**src/verilog/lgd_pkg.sv**
```systemverilog
// Constants, enums and timing figures for the four-common LCD glass drive.
// Assumes one 200 MHz clock; every input of the block comes from logic on that clock.
// Function
// - Accept a 16-bit contrast setting, 0 up to 0x1CB8, as dead-time length.
// - Contrast zero gives full duty: drive active for the whole period.
// - Contrast at maximum gives zero duty with dead time after every period: the glass stays transparent.
// - Contrast sets the dead-time compare; its match ends active drive.
// - Dead time goes after every period or once per frame, selectable.
// - Longer dead time lowers rms voltage, shorter raises it.
// - Segment and common pulses stay exactly equal in width.
// - Segments and commons update on the same clock edge, never apart.
// - Low power switches the bias supply off and drives all lines to 0 V.
// - Phase compare alternates two sub-tasks chosen by a phase-select flag.
// - Four commons stepped in fixed order; segments grouped four per digit.
// - Phase compare recurs every 3.6 ms and moves to the next phase.
// - A dead-time compare after each phase compare, or only in the last phase of a frame in frame mode, switches drive off.
package lgd_pkg;
	localparam int          LGD_NUM_COM         = 4;
	localparam int          LGD_SEGS_PER_DIGIT  = 4;
	localparam int          LGD_NUM_DIGIT       = 8;
	localparam int          LGD_NUM_SEG         = LGD_NUM_DIGIT * LGD_SEGS_PER_DIGIT;
	localparam int          LGD_PAT_W           = LGD_NUM_COM * LGD_NUM_SEG;
	localparam int          LGD_TICK_W          = 16;
	localparam int          LGD_PRESC_W         = 20;
	localparam logic [15:0] LGD_CONTRAST_MAX    = 16'h1CB8;
	localparam logic [15:0] LGD_CONTRAST_RST    = 16'h0000;
	localparam logic [1:0]  LGD_COM_FIRST       = 2'h0;
	localparam logic [1:0]  LGD_COM_LAST        = 2'h3;
	localparam logic [1:0]  LGD_COM_STEP        = 2'h1;
	// Phase compare period and clock period, both in ns
	localparam int          LGD_PHASE_PERIOD_NS = 3600000;
	localparam int          LGD_CLK_PERIOD_NS   = 5;
	localparam int          LGD_PHASE_CYC       = LGD_PHASE_PERIOD_NS / LGD_CLK_PERIOD_NS;

	typedef enum logic [1:0]
	{
		LGD_ST_OFF    = 2'b00,
		LGD_ST_ACTIVE = 2'b01,
		LGD_ST_DEAD   = 2'b11
	} lgd_drive_t;

	typedef enum logic
	{
		LGD_SUB_FIRST  = 1'b0,
		LGD_SUB_SECOND = 1'b1
	} lgd_sub_t;
endpackage

```
**src/verilog/lgd_phase_timer.sv**
```systemverilog
// Prescaled period timer: one phase compare per period, tick count for the dead-time compare.
// Assumes P_PRESC is at least one; the period is P_PRESC times the contrast range in cycles.
`timescale 1ns/1ps
module lgd_phase_timer
#(
	parameter int P_PRESC = 1
)
(
	// Clock and reset
	input  wire logic                            i_clk,
	input  wire logic                            i_rst_n,
	// Control
	input  wire logic                            i_run,
	// Timer state
	output logic      [lgd_pkg::LGD_TICK_W-1:0]  o_tick,
	output logic                                 o_phase_compare
);
	import lgd_pkg::*;

	localparam logic [LGD_PRESC_W-1:0] PRESC_LAST = LGD_PRESC_W'(P_PRESC - 1);
	localparam logic [LGD_TICK_W-1:0]  TICK_LAST  = LGD_CONTRAST_MAX - 16'h0001;

	logic [LGD_PRESC_W-1:0] presc_q;
	logic [LGD_PRESC_W-1:0] presc_d;
	logic [LGD_TICK_W-1:0]  tick_q;
	logic [LGD_TICK_W-1:0]  tick_d;
	logic                   pc_q;
	logic                   pc_d;

	always_comb
	begin
		presc_d = presc_q;
		tick_d  = tick_q;
		pc_d    = 1'b0;
		if (!i_run)
		begin
			presc_d = '0;
			tick_d  = '0;
		end
		else if (presc_q == PRESC_LAST)
		begin
			presc_d = '0;
			if (tick_q == TICK_LAST)
			begin
				// Pulse lands with tick back at zero, so the new period starts on it
				tick_d = '0;
				pc_d   = 1'b1;
			end
			else
			begin
				tick_d = tick_q + 16'h0001;
			end
		end
		else
		begin
			presc_d = presc_q + LGD_PRESC_W'(1);
		end
	end

	always_ff @(posedge i_clk or negedge i_rst_n)
	begin
		if (!i_rst_n)
		begin
			presc_q <= '0;
			tick_q  <= '0;
			pc_q    <= 1'b0;
		end
		else
		begin
			presc_q <= presc_d;
			tick_q  <= tick_d;
			pc_q    <= pc_d;
		end
	end

	assign o_tick          = tick_q;
	assign o_phase_compare = pc_q;
endmodule

```
**src/verilog/lgd_glass_drive.sv**
```systemverilog
// Top of the four-common LCD glass drive: phase sequencing, dead-time contrast, low-power shutdown.
// Assumes external bias resistors hold undriven commons at mid level; all inputs are on i_clk.
`timescale 1ns/1ps
module lgd_glass_drive
#(
	parameter int P_PHASE_CYC = lgd_pkg::LGD_PHASE_CYC
)
(
	// Clock and reset
	input  wire logic                              i_clk,
	input  wire logic                              i_rst_n,
	// Control
	input  wire logic [15:0]                       i_contrast_setting,
	input  wire logic                              i_dead_at_frame_end,
	input  wire logic                              i_low_power,
	input  wire logic [lgd_pkg::LGD_PAT_W-1:0]     i_seg_pattern,
	// Glass lines
	output logic      [lgd_pkg::LGD_NUM_SEG-1:0]   o_seg,
	output logic      [lgd_pkg::LGD_NUM_COM-1:0]   o_com,
	output logic      [lgd_pkg::LGD_NUM_COM-1:0]   o_com_oe,
	output logic                                   o_glass_bias_supply,
	// Status
	output logic                                   o_phase_select_flag,
	output logic      [1:0]                        o_common_index,
	output logic                                   o_dead_time
);
	import lgd_pkg::*;

	// Truncating division: the period comes out at most one prescale step short
	localparam int PRESC = (P_PHASE_CYC / int'(LGD_CONTRAST_MAX)) < 1 ? 1
	                     : (P_PHASE_CYC / int'(LGD_CONTRAST_MAX));

	logic [LGD_TICK_W-1:0] tick;
	logic                  phase_compare;

	lgd_phase_timer #(
		.P_PRESC         (PRESC)
	) u_timer (
		.i_clk           (i_clk),
		.i_rst_n         (i_rst_n),
		.i_run           (!i_low_power),
		.o_tick          (tick),
		.o_phase_compare (phase_compare)
	);

	// Phase sequencing state
	lgd_sub_t    sub_q;
	lgd_sub_t    sub_d;
	logic [1:0]  com_q;
	logic [1:0]  com_d;
	logic [15:0] contrast_q;
	logic [15:0] contrast_d;
	logic        frame_mode_q;
	logic        frame_mode_d;

	always_comb
	begin
		sub_d        = sub_q;
		com_d        = com_q;
		contrast_d   = contrast_q;
		frame_mode_d = frame_mode_q;
		if (i_low_power)
		begin
			// Restart cleanly from the first common on wake-up
			sub_d = LGD_SUB_FIRST;
			com_d = LGD_COM_FIRST;
		end
		else if (phase_compare)
		begin
			// Settings sampled only here, so a period never changes length midway
			contrast_d   = (i_contrast_setting > LGD_CONTRAST_MAX) ? LGD_CONTRAST_MAX
			             : i_contrast_setting;
			frame_mode_d = i_dead_at_frame_end;
			if (sub_q == LGD_SUB_FIRST)
			begin
				sub_d = LGD_SUB_SECOND;
			end
			else
			begin
				sub_d = LGD_SUB_FIRST;
				com_d = (com_q == LGD_COM_LAST) ? LGD_COM_FIRST : com_q + LGD_COM_STEP;
			end
		end
	end

	always_ff @(posedge i_clk or negedge i_rst_n)
	begin
		if (!i_rst_n)
		begin
			sub_q        <= LGD_SUB_FIRST;
			com_q        <= LGD_COM_FIRST;
			contrast_q   <= LGD_CONTRAST_RST;
			frame_mode_q <= 1'b0;
		end
		else
		begin
			sub_q        <= sub_d;
			com_q        <= com_d;
			contrast_q   <= contrast_d;
			frame_mode_q <= frame_mode_d;
		end
	end

	// Drive state, judged from the next sequencing values so the new pattern starts on the compare
	lgd_drive_t            drive_st;
	logic [LGD_TICK_W-1:0] active_len;
	logic                  last_phase;
	logic                  dead_hit;

	always_comb
	begin
		active_len = LGD_CONTRAST_MAX - contrast_d;
		last_phase = (com_d == LGD_COM_LAST) && (sub_d == LGD_SUB_SECOND);
		// Tick wraps at the phase compare, so dead time ends there for any contrast below maximum
		dead_hit   = (tick >= active_len) && (!frame_mode_d || last_phase);
		if (i_low_power)
		begin
			drive_st = LGD_ST_OFF;
		end
		else if (dead_hit)
		begin
			drive_st = LGD_ST_DEAD;
		end
		else
		begin
			drive_st = LGD_ST_ACTIVE;
		end
	end

	// Output registers: segments and commons share one edge
	logic [LGD_NUM_SEG-1:0] seg_q;
	logic [LGD_NUM_SEG-1:0] seg_d;
	logic [LGD_NUM_COM-1:0] com_out_q;
	logic [LGD_NUM_COM-1:0] com_out_d;
	logic [LGD_NUM_COM-1:0] com_oe_q;
	logic [LGD_NUM_COM-1:0] com_oe_d;
	logic                   bias_q;
	logic                   bias_d;
	logic                   dead_q;
	logic                   dead_d;
	logic [LGD_NUM_SEG-1:0] pat;

	always_comb
	begin
		pat       = i_seg_pattern[com_d * LGD_NUM_SEG +: LGD_NUM_SEG];
		seg_d     = '0;
		com_out_d = '0;
		com_oe_d  = '1;
		bias_d    = 1'b1;
		dead_d    = 1'b0;
		unique case (drive_st)
			LGD_ST_OFF:
			begin
				bias_d = 1'b0;
			end
			LGD_ST_DEAD:
			begin
				dead_d = 1'b1;
			end
			LGD_ST_ACTIVE:
			begin
				// Both halves last one full period each, so the net DC cancels when both get the same dead time
				com_oe_d = '0;
				com_oe_d[com_d] = 1'b1;
				if (sub_d == LGD_SUB_FIRST)
				begin
					com_out_d[com_d] = 1'b1;
					seg_d = ~pat;
				end
				else
				begin
					com_out_d[com_d] = 1'b0;
					seg_d = pat;
				end
			end
			default:
			begin
				bias_d = 1'b0;
			end
		endcase
	end

	always_ff @(posedge i_clk or negedge i_rst_n)
	begin
		if (!i_rst_n)
		begin
			seg_q     <= '0;
			com_out_q <= '0;
			com_oe_q  <= '1;
			bias_q    <= 1'b0;
			dead_q    <= 1'b0;
		end
		else
		begin
			seg_q     <= seg_d;
			com_out_q <= com_out_d;
			com_oe_q  <= com_oe_d;
			bias_q    <= bias_d;
			dead_q    <= dead_d;
		end
	end

	assign o_seg               = seg_q;
	assign o_com               = com_out_q;
	assign o_com_oe            = com_oe_q;
	assign o_glass_bias_supply = bias_q;
	assign o_dead_time         = dead_q;
	assign o_phase_select_flag = sub_q;
	assign o_common_index      = com_q;
endmodule

```
**config.mk**
```make
export PLATFORM = sky130hd
export DESIGN_NAME = lgd_glass_drive
export DESIGN_NICKNAME = d
export VERILOG_FILES = /design/src/verilog/lgd_pkg.sv /design/src/verilog/lgd_phase_timer.sv /design/src/verilog/lgd_glass_drive.sv
export SDC_FILE = /design/constraint.sdc
export NUM_CORES = 1
export LEC_CHECK = 0
export ABC_AREA = 1
export ABC_CLOCK_PERIOD_IN_PS = 5350
export BUFFER_PORTS_ARGS = -buffer_cell sky130_fd_sc_hd__clkbuf_2
export CORE_UTILIZATION = 50
export DETAILED_ROUTE_END_ITERATION = 16
export PLACE_DENSITY = 0.73
export SLEW_MARGIN = 10
export SYNTH_ARGS = -nofsm -noshare
export SYNTH_HDL_FRONTEND = slang
export SYNTH_HIERARCHICAL = 1
export SYNTH_SLANG_ARGS = --single-unit
```
**constraint.sdc**
```tcl
create_clock -name i_clk -period 5.35 [get_ports i_clk]
set_input_delay 0.2675 -clock i_clk [delete_from_list [all_inputs] [get_ports i_clk]]
set_output_delay 0.2675 -clock i_clk [all_outputs]
set_load 0.1 [all_outputs]
```
==> results of run 1 <==
[layout by cell type (no fill, tap or decap), types with 2 or more instances in the layout]
cell,netlist,routed
ha_1,21,21
nand2_2,11,11
nand4_1,50,50
nor3b_1,2,2
a21oi_2,8,8
nor2_1,142,142
a21oi_1,15,15
nand2_1,202,202
xnor2_1,5,5
or2_2,3,3
nor2_2,14,14
nand3_2,5,5
clkbuf_2,0,191
buf_4,1,9
o21bai_1,2,2
inv_6,0,2
nor2_4,6,6
clkbuf_16,0,9
o21ai_2,3,3
nand3_1,134,134
inv_1,68,68
inv_2,8,8
dfrtp_1,95,95
dfstp_2,4,4
nand2_4,2,2
o21ai_0,7,7
nand3b_1,3,3
xor2_1,51,51
nor3_1,13,12
[flip-flops by register name, indices dropped and copies added, names as in the netlist, 2 cells and up]
name             cells
contrast_q          16
o_com                4
o_com_oe             4
o_common_index       2
o_seg               32
u_timer/o_tick      16
u_timer/presc_q     20
[power breakdown]
group | leakage (nW) | internal, mW | switching, mW
clock network | 0.144 | 0.338 | 0.309
logic | 2.71 | 0.0917 | 0.232
registers | 1.30 | 0.770 | 0.00838
[synthesized netlist by cell type, types with 3 or more instances]
library cell,count,share of area
a21oi_1,15,0.011
nand2_2,11,0.010
dfstp_2,4,0.016
inv_1,68,0.038
buf_6,3,0.0051
nor2_2,14,0.013
a21oi_2,8,0.011
nand3b_1,3,0.0034
xor2_1,51,0.067
clkbuf_1,13,0.0073
inv_2,8,0.0045
nor2_4,6,0.010
dfrtp_1,95,0.36
o21ai_0,7,0.0053
nand2_1,202,0.11
nor2_1,142,0.080
xnor2_1,5,0.0066
ha_1,21,0.039
buf_1,4,0.0023
nand3_1,134,0.10
nor3_1,13,0.0098
or2_2,3,0.0028
nand4_1,50,0.047
buf_2,17,0.013
o21ai_2,3,0.0039
nand3_2,5,0.0075
[area by class of cell]
cell class | count | area, sq um | share of cell area
Multi-Input combinational cell | 704 | 3710 | 0.462
Sequential cell | 99 | 2480 | 0.309
Timing Repair Buffer | 201 | 1030 | 0.129
Inverter | 77 | 292 | 0.0363
Clock buffer | 10 | 239 | 0.0298
Tap cell | 172 | 215 | 0.0268
Clock inverter | 6 | 57.6 | 0.00717
Antenna cell | 1 | 2.50 | 0.000312
[timing repair]
item,in CTS,in global routing
hold buffers,1,0
gates resized for setup,0,0
setup endpoints to repair,0,0
hold endpoints to repair,40,0
[cells by family after synthesis]
kind of cell,share of synthesized area
buffers and inverters,0.0722
AO/OA/AOI/OAI,0.0351
XOR/XNOR,0.0735
AND/OR/NAND/NOR,0.408
flip-flops,0.372
adder cells (fa/ha/maj),0.0394
[worst max path at each step]
stage	from	to	slack (ps)	cells after the start
4_1_cts	u_timer/o_phase_compare	o_com_oe[3]	1720	24
5_1_grt	u_timer/o_phase_compare	o_com_oe[3]	1220	26
3_5_place_dp	i_low_power	o_com_oe[3]	1730	24
3_3_place_gp	i_low_power	o_com_oe[0]	1810	27
6_report	u_timer/o_phase_compare	o_com_oe[3]	1730	24
2_1_floorplan	i_contrast_setting[9]	o_seg[10]	2080	25
[worst max-delay path: cells and delay by family, from the launching register on]
kind	cells	cell delay, ps
and+or+nand+nor	15	1290
adders and majority gates	2	470
buffers and inverters	5	990
DFF	1	390
AOI/OAI and AO/OA	2	370
[routing by layer]
layer,GRT usage,vias up
li1,-,3340
met1,0.330,3053
met2,0.453,196
met3,0.0581,29
met4,0.107,0
met5,0,-
==> metrics.md, run 1 <==
| Metric | Value |
|---|---|
| Hold Path Sink | frame_mode_q |
| Max_cap viols | 0 |
| CP Cell Sequence | inv_1 > nor2_2 > buf_4 > inv_2 > nor2_1 > a21oi_2 > ha_1 > nand3b_1 > nand2_1 > nor2_4 > o21ai_2 > nand2_1 > nand2_1 > nand2_1 > ha_1 > nand2_1 > nor3_1 > nand3_1 > nand3_1 > nand2_1 > nand2_1 > buf_4 > inv_1 > nand2_1 |
| DRT Pass-1 Iters | 5 |
| DRC Markers | 0 |
| Final #Nets | ~1300 |
| Setup Skew | ~11 ps |
| Aggregate routed wire length | roughly 18000 um |
| ANT nets after route | 0 |
| Status | finished, final reports clean |
| Placed cell count | roughly 1300 |
| DP HPWL | approximately 13000 um |
| Fillers | 1166 |
| Endpoints failing setup | 0 |
| Tot Pwr | 1.75 mW |
| I/O pins | approximately 190 |
| Final instance area | around 8000 sq um |
| Worst r2r src | u_timer/o_phase_compare |
| Non-Filler Instances | around 1300 |
| Initial antenna violation count | 1 |
| Placement Setup Slack | about 1700 ps |
| Yosys warnings | 6 |
| Highest routed layer | met4 |
| TritonCTS Buffers | 9 |
| Met3 Routed Length | around 980 um |
| CP arrival | 3920 ps |
| CP max FO | 37 |
| CTS HTree Levels | 3 |
| CP peak stage delay | a little under 400 ps |
| Share of cells above drive strength 1 | 0.259 |
| Synthesized flop and latch total | between 90 and 100 |
| Beginning of the worst hold path | i_dead_at_frame_end |
| Crit path top cell by count | nand2_1 |
| Post-CTS Setup Inserts | 0 |
| Iter 0 DRT Violations | approximately 410 |
| Largest net degree at the start of global routing | just under 70 |
| Post-DR vias/cell | between 5 and 6 |
| Die H | between 100 and 150 um |
| GRT Total Usage | 0.267 |
| Top_reg_cell synth | dfrtp_1 |
| Placed Area | 7720 sq um |
| Met2 routed WL | between 8000 and 9000 um |
| CTS sink cnt | a little under 100 |
| Critical Path End Type | flip-flop |
| Fmax | 276 MHz |
| Clock Latency Late Sink | roughly 360 ps |
| Die X | between 100 and 150 um |
| Leakage power | between 4 and 5 nW |
| Clk Tree Root Cell | clkbuf_16 |
| Pwr/cell area | roughly 220 nW/um^2 |
| Worst Setup Start Kind | flip-flop |
| Final global-route overflow total | 0 |
| Fin util | 0.626 |
| PortBufs | between 150 and 200 |
| R2r worst-path depth | 24 |
| Final Cycle Share | 0.677 |
| Hold crit path type | in -> reg |
| M1 WL | 7440 um |
| Cells after synthesis | 918 |
| RSZ-0062 raised after global routing | false |
| Critical Path RT | about 5700 ps |
| CTS tree | yes |
| Post-Syn Area | approximately 6700 sq um |
| Fin Hold WS | around 160 ps |
| Post-route setup slack | between 1500 and 2000 ps |
| Via count | between 6000 and 7000 |
| Slew HR | 0.335 |
| Core Box Area | ~13000 sq um |
| FP Rows | 41 |
| Hold Fails Final Rpt | 0 |
| Final RePlAce weighted congestion | roughly 0.87 |
| Min Tclk post-route | ~3600 ps |
| Worst-margin pin slew | roughly 1000 ps |
| Initial Util | 0.520 |
| Layout area overhead | 20.4% |
| WL per Instance | between 10 and 15 um |
| Syn nets | roughly 1100 |
| Worst hold path stage count | 3 |
| Crit Reg-Reg Endpoint | o_com_oe[3] |
| Worst-path clk slew | roughly 70 ps |
| Mapped Avg Cell Area | between 7 and 8 sq um |
| Synth unique cells | 36 |
| TNS Setup | 0 ps |
| Post-synth EDFFs | 0 |
| Sequential-to-total area share from yosys stat | 0.372 |
| CP max stage cell | dfrtp_1 |
| Die area | about 14000 sq um |
| Worst VDD drop | between 0.1 and 0.15 mV |
| Final Max Tran Viols | 0 |
| Number of global-route vias before repair | a little over 6000 |
| Kind of critical path | reg -> reg |
| First-pass GRT wire length | about 30000 um |
| Post-synth ARST share | 1.00 |
| Flop2flop setup slack | between 1500 and 2000 ps |
| Clock Path Buffers | 2 |
Note: power is estimated with default switching activity, not from simulation.
==> run 2: changes to the inputs <==
--- a/config.mk
+++ b/config.mk
@@ -6,7 +6,7 @@
 export NUM_CORES = 1
 export LEC_CHECK = 0
 export ABC_AREA = 1
-export ABC_CLOCK_PERIOD_IN_PS = 5350
+export ABC_CLOCK_PERIOD_IN_PS = 3400
 export BUFFER_PORTS_ARGS = -buffer_cell sky130_fd_sc_hd__clkbuf_2
 export CORE_UTILIZATION = 50
 export DETAILED_ROUTE_END_ITERATION = 16
==> constraint.sdc (replaced) <==
create_clock -name i_clk -period 3.4 [get_ports i_clk]
set_input_delay 0.17 -clock i_clk [delete_from_list [all_inputs] [get_ports i_clk]]
set_output_delay 0.17 -clock i_clk [all_outputs]
set_load 0.1 [all_outputs]
==> run 2 against run 1 <==
Net effect:
- flip-flop and latch count unchanged
- non-clock buffer count up 21
- maximum frequency up 8.3%
- sequential power up 58%
- via count up 2.9%
- register-to-register slack worse by 1700 ps
- wire length up 6.3%
- clock power up 65%
- largest power group unchanged
- highest routed layer unchanged
==> metrics.md, run 2 (synthesized netlist as in run 1, its figures left out) <==
| Metric | Value |
|---|---|
| Status | finished, final reports clean |
| Largest net degree at the start of global routing | 100 (+45%) |
| RSZ-0062 raised after global routing | true |
| Fmax | 299 MHz (+8.3%) |
| Worst Setup Start Kind | flip-flop |
| Non-Filler Instances | 1292 (+1.7%) |
| Placement Setup Slack | 70.8 ps (-1660 ps) |
| Worst r2r src | u_timer/o_phase_compare |
| PortBufs | 192 (unchanged) |
| Worst-path clk slew | 70 ps (about the same) |
| Placed cell count | 1256 (+0.32%) |
| Number of global-route vias before repair | 6262 (+3.2%) |
| Die H | 118 um (unchanged) |
| Die X | 118 um (unchanged) |
| Share of cells above drive strength 1 | 0.292 (+0.0333) |
| Worst-margin pin slew | 614 ps (-382 ps) |
| Crit path launch | u_timer/o_phase_compare |
| Crit Reg-Reg Endpoint | o_seg[0] |
| Commonest cells after routing, fill and taps aside | nand2_1 (198), clkbuf_2 (191), nor2_1 (138), nand3_1 (130), dfrtp_1 (95) |
| Worst VDD drop | 0.223 mV (+56%) |
| TritonCTS Buffers | 9 (unchanged) |
| GRT Total Usage | 0.268 (+0.00135) |
| Kind of critical path | reg -> reg |
| Final Max Tran Viols | 0 (unchanged) |
| Clock Latency Late Sink | 360 ps (about the same) |
| First-pass GRT wire length | 29800 um (+0.70%) |
| Endpoints failing setup | 0 (unchanged) |
| CTS sink cnt | 99 (unchanged) |
| Clock Path Buffers | 2 (unchanged) |
| Initial Util | 0.520 (unchanged) |
| Setup Skew | 9.84 ps (-0.764 ps) |
| Post-route setup slack | 59.2 ps (-1670 ps) |
| Initial antenna violation count | 1 (unchanged) |
| End point of the critical path | o_seg[0] |
| Hold Fails Final Rpt | 0 (unchanged) |
| Post-DR vias/cell | 5.27 (+1.1%) |
| CP max FO | 8 (-78%) |
| CP arrival | 3580 ps (-340 ps) |
| CTS tree | yes |
| DP HPWL | 13300 um (-0.29%) |
| Core Box Area | 12800 sq um (unchanged) |
| R2r worst-path depth | 25 (+4.2%) |
| DRC Markers | 0 (unchanged) |
| Final RePlAce weighted congestion | 0.856 (-1.9%) |
| Max_cap viols | 0 (unchanged) |
| Final #Nets | 1283 (+1.7%) |
| Largest register FFs | 32 (unchanged) |
| Leakage power | 4.36 nW (+4.9%) |
| Die area | 13800 sq um (unchanged) |
| Pwr/cell area | 334 nW/um^2 (+53%) |
| FP Rows | 41 (unchanged) |
| Min Tclk post-route | 3340 ps (-279 ps) |
| Flop2flop setup slack | 60 ps (-1670 ps) |
| Clk Tree Root Cell | clkbuf_16 |
| Aggregate routed wire length | 19000 um (+6.3%) |
| Hold crit path type | in -> reg |
| Final Cycle Share | 0.983 (+0.306) |
| Most common cell after layout, fill and taps aside | nand2_1 |
| WL per Instance | 14.7 um (+4.5%) |
| Slew HR | 0.591 (+0.256) |
| Fillers | 1176 (+0.86%) |
| Critical Path End Type | flip-flop |
| Layout area overhead | 27.9% |
| ANT nets after route | 0 (unchanged) |
| CTS HTree Levels | 3 (unchanged) |
| I/O pins | 193 (unchanged) |
| Via count | 6810 (+2.9%) |
| Critical Path RT | 3640 ps (-2010 ps) |
| Iter 0 DRT Violations | 470 (+14%) |
| Final global-route overflow total | 0 (unchanged) |
| DRT Pass-1 Iters | 5 (unchanged) |
## run 2: cell types whose count changed in the layout (fill, tap and decap cells not counted), moves of 4 or more
cell,before,now
nor2_4,6,11
buf_4,9,16
nand3_1,134,130
buf_12,0,4
nand2_1,202,198
nor2_1,142,138
nand2_4,2,7
clkbuf_16,9,14
## run 2: report_power, final
part | total [mW] | switching, mW | leakage, nW | internal, mW
logic | 0.553 | 0.381 | 2.92 | 0.172
clock network | 1.07 | 0.485 | 0.145 | 0.582
registers | 1.23 | 0.0140 | 1.30 | 1.21
## run 2: how the worst min path moves through the flow
stage                        startpoint                   to  slack, ps  cells past startpoint
detailed placement              i_rst_n  u_timer/presc_q[13]        280                      2
CTS                 i_dead_at_frame_end         frame_mode_q         80                      3
floorplan                       i_rst_n        contrast_q[0]       -130                      0
finish              i_dead_at_frame_end         frame_mode_q         90                      3
global route        i_dead_at_frame_end         frame_mode_q         90                      3
global placement                i_rst_n  u_timer/presc_q[11]        270                      2
## run 2: area by class of cell
class	count	area (sq um)	area share
repair inverters	1	5.00	0.000587
well taps	172	215	0.0252
diodes	1	2.50	0.000293
flip-flops and latches	99	2480	0.291
repair buffers	222	1360	0.159
clock inverters	7	82.6	0.00968
inverters	77	297	0.0348
clock buffers	9	225	0.0264
multi-input cells	704	3870	0.453
## run 2: routing by layer
| layer | share of wire | wire length (um) | global-route usage |
|---|---|---|---|
| met4 | 0.035 | 662 | 0.111 |
| met2 | 0.51 | 9670 | 0.455 |
| met5 | 0 | 0 | 0 |
| met1 | 0.40 | 7630 | 0.336 |
| met3 | 0.056 | 1070 | 0.0499 |
## run 2: repair_timing
item | 4_1_cts | 5_1_grt
setup endpoints to repair | 0 | 40
buffers inserted | 0 | 9
endpoints found under the hold margin | 95 | 0
gates resized for setup | 0 | 46
hold buffers | 1 | 0
## run 2: critical path, stage by stage, from the launching register on
cell,delay (ps)
dfrtp_1,410
inv_2,60
nor2_4,220
clkinv_4,150
nor2_4,130
a21oi_2,70
ha_2,190
nand3b_1,90
nand2_2,110
nor2_4,190
inv_2,50
nand2_1,50
nand2_1,40
nand2_1,50
nand2_1,70
ha_1,300
nand2_2,60
inv_2,60
nand3_4,70
nor3_4,200
nand2_1,100
nand3_2,110
nand2_4,80
nand2_8,140
clkbuf_16,170
nor2_1,50
## run 2: metrics by stage
stage,hold WS (ps),TNS (ps),power [mW],instance area [sq um],util
global route,89.1,-6310,2.96,8530,0.665
CTS,82.6,0,2.83,8110,0.632
finish,91.2,0,2.85,8530,0.665
floorplan,-126,0,1.58,6670,-
detailed placement,276,0,1.76,7790,0.608
global placement,267,0,1.76,7790,0.608
